### src/rtl/pisc_pkg.sv
package pisc_pkg;

	// ------------------------------------------------------------
	// Controller register map
	// ------------------------------------------------------------
	localparam logic [3:0] REG_CTRL    = 4'h0; // Bus control, bit 0 is the address bit.
	localparam logic [3:0] REG_WRDATA  = 4'h1; // Write data, then issues a device write.
	localparam logic [3:0] REG_RDCMD   = 4'h2; // Issues a device read.
	localparam logic [3:0] REG_ACKCMD  = 4'h3; // Issues an acknowledge sequence.
	localparam logic [3:0] REG_STATUS  = 4'h4; // Busy, poll pending.
	localparam logic [3:0] REG_RDDATA  = 4'h5; // Last data read from the device.
	localparam logic [3:0] REG_VECTOR  = 4'h6; // Vector bytes of last acknowledge.
	localparam logic [3:0] REG_BUFEN   = 4'h7; // Seen buffer-enable and cascade value.

	// ------------------------------------------------------------
	// Command word fields
	// ------------------------------------------------------------
	localparam int THIRD_OPERATION_WORD_RIS_BIT  = 0; // Status select.
	localparam int THIRD_OPERATION_WORD_RR_BIT   = 1; // Status read enable.
	localparam int THIRD_OPERATION_WORD_P_BIT    = 2; // Poll.
	localparam int THIRD_OPERATION_WORD_ID_BIT   = 3; // Marks a third operation word.
	localparam int FIRST_INIT_WORD_TRIGGER_SELECT_BIT_BIT = 3; // Trigger select.
	localparam int FOURTH_INIT_WORD_BUF_BIT  = 3; // Buffered mode.
	localparam int FOURTH_INIT_WORD_MS_BIT   = 2; // Master in buffered mode.
	localparam int CTRL_A0_BIT   = 0;
	localparam int CTRL_WIDE_BIT = 1; // Two vector byte format when set; three bytes when clear.

	// ------------------------------------------------------------
	// Strobe timing
	// ------------------------------------------------------------
	localparam int CLK_MHZ       = 250;
	localparam int STROBE_NS     = 160; // Least read, write and acknowledge pulse width.
	localparam int SETUP_NS      = 10;  // Least address setup before a strobe.
	localparam int STROBE_CYC    = (STROBE_NS * CLK_MHZ + 999) / 1000;
	localparam int SETUP_CYC     = (SETUP_NS * CLK_MHZ + 999) / 1000;
	localparam logic [7:0] STROBE_CNT = 8'(STROBE_CYC);
	localparam logic [7:0] SETUP_CNT  = 8'(SETUP_CYC);

	typedef enum logic [2:0] {
		PISC_IDLE,
		PISC_SETUP,
		PISC_PULSE,
		PISC_GAP
	} pisc_state_t;

endpackage

### src/rtl/pisc_host.sv
// The address-and-strobe port and the register addresses were chosen for this implementation.
`timescale 1ns/1ps

module pisc_host #(
	parameter int DW = 8
) (
	input  wire logic          clk,
	input  wire logic          rst_n,
	input  wire logic [3:0]    addr,
	input  wire logic [31:0]   wdata,
	input  wire logic          wr,
	input  wire logic          rd,
	output logic [31:0]        rdata,
	output logic               dev_rd_n,
	output logic               dev_wr_n,
	output logic               dev_ack_n,
	output logic               dev_a0,
	output logic [DW-1:0]      dev_d_out,
	output logic               dev_d_oe,
	input  wire logic [DW-1:0] dev_d_in,
	input  wire logic          dev_buf_en_n,
	input  wire logic [2:0]    dev_cascade
);

	// ------------------------------------------------------------
	// Transfer sequencer
	// ------------------------------------------------------------
	typedef enum logic [1:0] {
		PISC_K_WR,
		PISC_K_RD,
		PISC_K_ACK
	} pisc_kind_t;

	pisc_pkg::pisc_state_t state;
	pisc_pkg::pisc_state_t next_state;
	pisc_kind_t            kind;
	pisc_kind_t            next_kind;
	logic [7:0]            cnt;
	logic [7:0]            next_cnt;
	logic [1:0]            pulse_left;
	logic [1:0]            next_pulse_left;
	logic [1:0]            byte_idx;
	logic [1:0]            next_byte_idx;
	logic                  a0;
	logic                  next_a0;
	logic                  one_byte;
	logic                  next_one_byte;
	logic [DW-1:0]         wbyte;
	logic [DW-1:0]         next_wbyte;
	logic [DW-1:0]         rbyte;
	logic [DW-1:0]         next_rbyte;
	logic [23:0]           vec;
	logic [23:0]           next_vec;
	logic                  poll_pend;
	logic                  next_poll_pend;
	logic                  buf_seen;
	logic                  next_buf_seen;
	logic [2:0]            cas_seen;
	logic [2:0]            next_cas_seen;
	logic                  rd_n;
	logic                  wr_n;
	logic                  ack_n;
	logic                  d_oe;
	logic                  next_rd_n;
	logic                  next_wr_n;
	logic                  next_ack_n;
	logic                  next_d_oe;
	logic [31:0]           next_rdata;
	logic                  busy;

	assign busy      = (state != pisc_pkg::PISC_IDLE);
	assign dev_rd_n  = rd_n;
	assign dev_wr_n  = wr_n;
	assign dev_ack_n = ack_n;
	assign dev_a0    = a0;
	assign dev_d_out = wbyte;
	assign dev_d_oe  = d_oe;

	// Next values. Orders arriving while busy are dropped; software polls busy first.
	always_comb
	begin
		next_state      = state;
		next_kind       = kind;
		next_cnt        = cnt;
		next_pulse_left = pulse_left;
		next_byte_idx   = byte_idx;
		next_a0         = a0;
		next_one_byte   = one_byte;
		next_wbyte      = wbyte;
		next_rbyte      = rbyte;
		next_vec        = vec;
		next_poll_pend  = poll_pend;
		next_buf_seen   = buf_seen;
		next_cas_seen   = cas_seen;
		next_rd_n       = rd_n;
		next_wr_n       = wr_n;
		next_ack_n      = ack_n;
		next_d_oe       = d_oe;
		next_rdata      = 32'h0000_0000;
		if (wr && !busy)
		begin
			unique case (addr)
				pisc_pkg::REG_CTRL:
				begin
					next_a0       = wdata[pisc_pkg::CTRL_A0_BIT];
					next_one_byte = wdata[pisc_pkg::CTRL_WIDE_BIT];
				end
				pisc_pkg::REG_WRDATA:
				begin
					// Command words go out unchanged; software orders selects and end-of-service.
					next_wbyte = wdata[DW-1:0];
					next_kind  = PISC_K_WR;
					next_state = pisc_pkg::PISC_SETUP;
					next_cnt   = pisc_pkg::SETUP_CNT;
					// A third operation word with poll set arms a poll; it overrides status read.
					if (!wdata[7] && !a0 && wdata[pisc_pkg::THIRD_OPERATION_WORD_ID_BIT] && !wdata[4])
						next_poll_pend = wdata[pisc_pkg::THIRD_OPERATION_WORD_P_BIT];
				end
				pisc_pkg::REG_RDCMD:
				begin
					next_kind  = PISC_K_RD;
					next_state = pisc_pkg::PISC_SETUP;
					next_cnt   = pisc_pkg::SETUP_CNT;
				end
				pisc_pkg::REG_ACKCMD:
				begin
					next_kind       = PISC_K_ACK;
					next_state      = pisc_pkg::PISC_SETUP;
					next_cnt        = pisc_pkg::SETUP_CNT;
					next_pulse_left = one_byte ? 2'h1 : 2'h2;
					next_byte_idx   = 2'h0;
					next_vec        = 24'h00_0000;
				end
				default:
				begin
				end
			endcase
		end
		unique case (state)
			pisc_pkg::PISC_IDLE:
			begin
			end
			pisc_pkg::PISC_SETUP:
			begin
				if (cnt <= 8'h01)
				begin
					next_state = pisc_pkg::PISC_PULSE;
					next_cnt   = pisc_pkg::STROBE_CNT;
					next_rd_n  = (kind != PISC_K_RD);
					next_wr_n  = (kind != PISC_K_WR);
					next_ack_n = (kind != PISC_K_ACK);
					next_d_oe  = (kind == PISC_K_WR);
				end
				else
					next_cnt = cnt - 8'h01;
			end
			pisc_pkg::PISC_PULSE:
			begin
				if (cnt <= 8'h01)
				begin
					next_rd_n  = 1'b1;
					next_wr_n  = 1'b1;
					next_ack_n = 1'b1;
					next_d_oe  = 1'b0;
					next_state = pisc_pkg::PISC_GAP;
					next_cnt   = pisc_pkg::STROBE_CNT;
					// Data and cascade are captured on the trailing edge of the strobe.
					if (kind == PISC_K_RD)
					begin
						next_rbyte     = dev_d_in;
						next_poll_pend = 1'b0;
					end
					if (kind == PISC_K_ACK)
					begin
						next_vec[8*byte_idx +: 8] = dev_d_in;
						next_byte_idx  = byte_idx + 2'h1;
						next_cas_seen  = dev_cascade;
					end
					if (kind != PISC_K_WR)
						next_buf_seen = !dev_buf_en_n;
				end
				else
					next_cnt = cnt - 8'h01;
			end
			default:
			begin
				if (cnt <= 8'h01)
				begin
					if (kind == PISC_K_ACK && pulse_left != 2'h0)
					begin
						next_pulse_left = pulse_left - 2'h1;
						next_state      = pisc_pkg::PISC_PULSE;
						next_cnt        = pisc_pkg::STROBE_CNT;
						next_ack_n      = 1'b0;
					end
					else
						next_state = pisc_pkg::PISC_IDLE;
				end
				else
					next_cnt = cnt - 8'h01;
			end
		endcase
		if (rd)
		begin
			unique case (addr)
				pisc_pkg::REG_STATUS: next_rdata = {30'h0, poll_pend, busy};
				pisc_pkg::REG_RDDATA: next_rdata = {24'h00_0000, rbyte};
				pisc_pkg::REG_VECTOR: next_rdata = {8'h00, vec};
				pisc_pkg::REG_BUFEN:  next_rdata = {28'h000_0000, cas_seen, buf_seen};
				pisc_pkg::REG_CTRL:   next_rdata = {30'h0, one_byte, a0};
				default:              next_rdata = 32'h0000_0000;
			endcase
		end
	end

	// Registers only; strobes rest high after reset.
	always_ff @(posedge clk)
	begin
		if (!rst_n)
		begin
			state      <= pisc_pkg::PISC_IDLE;
			kind       <= PISC_K_WR;
			cnt        <= 8'h00;
			pulse_left <= 2'h0;
			byte_idx   <= 2'h0;
			a0         <= 1'b0;
			one_byte   <= 1'b0;
			wbyte      <= '0;
			rbyte      <= '0;
			vec        <= 24'h00_0000;
			poll_pend  <= 1'b0;
			buf_seen   <= 1'b0;
			cas_seen   <= 3'h0;
			rd_n       <= 1'b1;
			wr_n       <= 1'b1;
			ack_n      <= 1'b1;
			d_oe       <= 1'b0;
			rdata      <= 32'h0000_0000;
		end
		else
		begin
			state      <= next_state;
			kind       <= next_kind;
			cnt        <= next_cnt;
			pulse_left <= next_pulse_left;
			byte_idx   <= next_byte_idx;
			a0         <= next_a0;
			one_byte   <= next_one_byte;
			wbyte      <= next_wbyte;
			rbyte      <= next_rbyte;
			vec        <= next_vec;
			poll_pend  <= next_poll_pend;
			buf_seen   <= next_buf_seen;
			cas_seen   <= next_cas_seen;
			rd_n       <= next_rd_n;
			wr_n       <= next_wr_n;
			ack_n      <= next_ack_n;
			d_oe       <= next_d_oe;
			rdata      <= next_rdata;
		end
	end

endmodule

### config.mk
export PLATFORM = sky130hd
export DESIGN_NAME = pisc_host
export DESIGN_NICKNAME = d
export VERILOG_FILES = /design/src/rtl/pisc_pkg.sv /design/src/rtl/pisc_host.sv
export SDC_FILE = /design/constraint.sdc
export NUM_CORES = 1
export LEC_CHECK = 0
export ABC_AREA = 1
export BUFFER_PORTS_ARGS = -buffer_cell sky130_fd_sc_hd__buf_2
export CORE_MARGIN = 1.5
export CORE_UTILIZATION = 30
export DETAILED_ROUTE_END_ITERATION = 16
export MAX_ROUTING_LAYER = met4
export SYNTH_ARGS = -nofsm -noshare
export SYNTH_HDL_FRONTEND = slang
export SYNTH_SLANG_ARGS = --single-unit
### constraint.sdc
create_clock -name clk -period 1.8 [get_ports clk]
set_input_delay 0.18 -clock clk [delete_from_list [all_inputs] [get_ports clk]]
set_output_delay 0.18 -clock clk [all_outputs]
set_load 0.03 [all_outputs]
==> reports/qor.yml <==
routing:
  wirelength_um: 9840
  drtIter0Drc: 169
  via_count: 3679
  drc: 0
  first_pass_iters: 4
  vias_per_cell: 4.60
  ant_nets: 0
  wl_per_cell_um: 12.3
floorplan:
  die_area_sq_um: 14200
  num_rows: 42
  io_pins: 97
  fp.dieW_um: 119
  start_util_pct: 30.6
  coreArea_sq_um: 13200
  die_y_um: 119
logic_synthesis:
  ys_ff_latch: 92
  yosys.area_share.adder_pct: 2.16
  syn_area_sq_um: 4060
  ys_seq_area_share_pct: 45.4
  synth_xor_area_share_pct: 0.432
  synth_top_family_by_area: "simple AND/OR/NAND/NOR gates"
  async_flop_share_pct: 0
  yosys_warnings: 0
  synthSimpleGateAreaFrac_pct: 27.5
  synth_compound_area_share_pct: 13.9
  netlist_top_cells_area: "dfxtp_1, nand2_1, a21oi_1, nor2_1, inv_1"
  synth_ff_type: "dfxtp_1"
  synth_top_area_share_pct: 45.4
  syn-instance-count: 551
  synthMuxAreaShare_pct: 0
  synth_edf_count: 0
  synth_cell_type_count: 32
  yosys.area.top_type: "dfxtp_1"
  avgSynthCellArea_sq_um: 7.36
critical_path:
  cp-start-kind: "flop"
  critPathMaxStageDelay_ps: 420
  cp.arrival_ps: 1890
  reg2reg_from: "byte_idx[0]$_SDFF_PN0_"
  r2r_cells: 6
  required_ps: 2060
  end_kind: "flop"
  crit_chain: "inv_1 > ha_1 > nor3b_2 > buf_4 > nand4_1 > a21oi_1"
  r2r_end: "vec[0]$_SDFF_PN0_"
  crit_fanout: 8
  slowest_stage: "dfxtp_1"
  worstSetupPathType: "reg -> reg"
  r2r_slack_ps: 170
power_and_ir_drop:
  p_leak_nw: 2.07
  total_power_mw: 5.77
  power_frac_seq_pct: 38.6
  pwr-share-clk_pct: 30.3
  pwr-share-comb_pct: 31.1
  peakVddDrop_mv: 0.475
  powerDensity_nw_per_um2: 1170
  sw_frac_of_total_pct: 35.0
  p_switching_mw: 2.02
  internal-power_mw: 3.75
clocking:
  cts.clk_slew.worst_paths_ps: 60
  ctsRootBufferMaster: "clkbuf_16"
  cts.hold.buffers_added: 0
  ctsResizeCount: 0
  cts.sinks: 92
  post_cts.repair.setup_buffers: 0
  cts_made_buffers: 9
  htreeDepth: 3
  tritoncts: "done"
  clk_path_buf_depth: 2
  clock_latency_ps: 340
placed_design:
  gp_congestion: 0.854
  port_buffers: 64
  dpl.hpwl_um: 7190
grt:
  grt_max_degree: 34
  grtUsageTotal_pct: 14.8
  antenna_found_initial: 0
  gr-total-overflow: 0
  grt_pass1_wl_um: 16500
  grt_pass1_vias: 3428
min_path:
  min_path_type: "in -> reg"
  hold_depth: 3
  min_to: "dev_d_out[5]$_SDFFE_PN0P_"
  hold_start: "wdata[5]"
cells_and_area:
  ff_latch_area_sq_um: 1840
  nets: 679
  multi_input_area_sq_um: 1860
  n_fill_cell: 1422
  diodes: 0
  final_util_pct: 37.2
  area_growth_pct: 21.5
  layout-drive-gt1-share_pct: 18.3
timing:
  rsz0062_at_grt: "false"
  setup_viol: 0
  slew_violations: 0
  tns_ps: 0
  hold_viol_final: 0
  skew_ps: 9.77
  max_freq_mhz: 613
  period_needed_ps: 1630
  hold-worst-slack_ps: 72.6
  period_share_pct: 90.6
job:
  max_cap_violations: 0
status:
  outcome: "finished, final reports clean"
## placed cells by master, fill, tap and decap left out, types with 2 or more instances in the layout
cell | synthesis | final
nand4_1 | 25 | 25
nand4_4 | 0 | 3
o221ai_1 | 2 | 2
inv_6 | 0 | 2
dfxtp_1 | 92 | 92
conb_1 | 1 | 8
o21bai_1 | 2 | 2
nand3_1 | 42 | 42
inv_2 | 4 | 4
ha_1 | 7 | 6
o22ai_1 | 3 | 3
nor2_4 | 2 | 3
buf_2 | 3 | 64
a21oi_1 | 61 | 61
xor2_1 | 2 | 2
nand2_1 | 89 | 88
nand2_2 | 2 | 2
nor2_2 | 3 | 3
buf_4 | 8 | 13
inv_1 | 62 | 62
nor2_1 | 71 | 70
clkbuf_16 | 0 | 9
buf_12 | 0 | 3
o21ai_1 | 4 | 8
nor3_1 | 4 | 4
o21ai_0 | 32 | 27
o211ai_1 | 3 | 3
## metal layers
layer  track usage (%)  vias to the layer above  wire, um
met4              4.67                        0       112
met1              19.2                     1656      4800
met5                 -                        -         0
met3              3.59                        8       473
met2              22.9                       81      4450
li1                  -                     1934         -
## metrics by stage
stage / instances / setup WS (ps) / area (sq um)
3_3_place_gp: 785 / 89.7 / 4610
3_5_place_dp: 785 / 16.8 / 4610
6_report: 799 / 169 / 4930
2_1_floorplan: 558 / 229 / 4080
5_1_grt: 799 / 23.7 / 4930
4_1_cts: 799 / 3.34 / 4880
## critical path: cells and delay by family, from the launching register on
kind / cells / cell delay [ps]
AO/OA/AOI/OAI: 1 / 150
flip-flops: 1 / 420
buffers and inverters: 2 / 310
adder cells (fa/ha/maj): 1 / 370
AND/OR/NAND/NOR: 2 / 300
## sequential cells by signal, summed over array words and instances, names as in the netlist, 2 cells and up
name        count
byte_idx        2
cnt             8
rbyte           8
dev_d_out       8
vec            24
kind            2
pulse_left      2
cas_seen        3
state           3
rdata          24
## kinds of logic after synthesis
logic type | Yosys count
XOR/XNOR | 2
flip-flops | 92
AO/OA/AOI/OAI | 108
adder cells (fa/ha/maj) | 7
AND/OR/NAND/NOR | 245
other | 1
buffers and inverters | 96
## cell type report
class,instances,area share [%]
multi-input cells,370,37.8
flip-flops and latches,92,37.4
repair buffers,80,9.70
inverters,67,5.10
clock buffers,10,4.85
well taps,176,4.47
clock inverters,4,0.686
## synth_stat cells (3+ instances only)
| master | n |
|---|---|
| dfxtp_1 | 92 |
| nand2_1 | 89 |
| nor2_1 | 71 |
| inv_1 | 62 |
| a21oi_1 | 61 |
| nand3_1 | 42 |
| o21ai_0 | 32 |
| nand4_1 | 25 |
| clkbuf_1 | 14 |
| buf_4 | 8 |
| ha_1 | 7 |
| buf_6 | 4 |
| inv_2 | 4 |
| nor3_1 | 4 |
| o21ai_1 | 4 |
| buf_2 | 3 |
| nand4_2 | 3 |
| nor2_2 | 3 |
| o211ai_1 | 3 |
| o22ai_1 | 3 |
## worst max path at each step
stage	cells past startpoint	end	startpoint
final	6	vec[0]$_SDFF_PN0_	byte_idx[0]$_SDFF_PN0_
after global routing	6	vec[0]$_SDFF_PN0_	byte_idx[0]$_SDFF_PN0_
after CTS	9	byte_idx[0]$_SDFF_PN0_	cnt[1]$_SDFF_PN0_
after detailed placement	9	byte_idx[0]$_SDFF_PN0_	cnt[1]$_SDFF_PN0_
after global placement	9	cas_seen[0]$_SDFFE_PN0P_	cnt[1]$_SDFF_PN0_
after floorplan	10	rbyte[7]$_SDFFE_PN0P_	cnt[0]$_SDFF_PN0_
## power by group through the flow
| stage | Combinational (mW) | Sequential [mW] | Clock [mW] |
|---|---|---|---|
| floorplan | 1.16 | 2.31 | 0 |
| global route | 1.99 | 2.24 | 1.89 |
| detailed placement | 1.66 | 2.27 | 0 |
| CTS | 1.67 | 2.23 | 1.80 |
| finish | 1.80 | 2.23 | 1.75 |
| global placement | 1.64 | 2.27 | 0 |
Power figures use the tool's default switching activity.
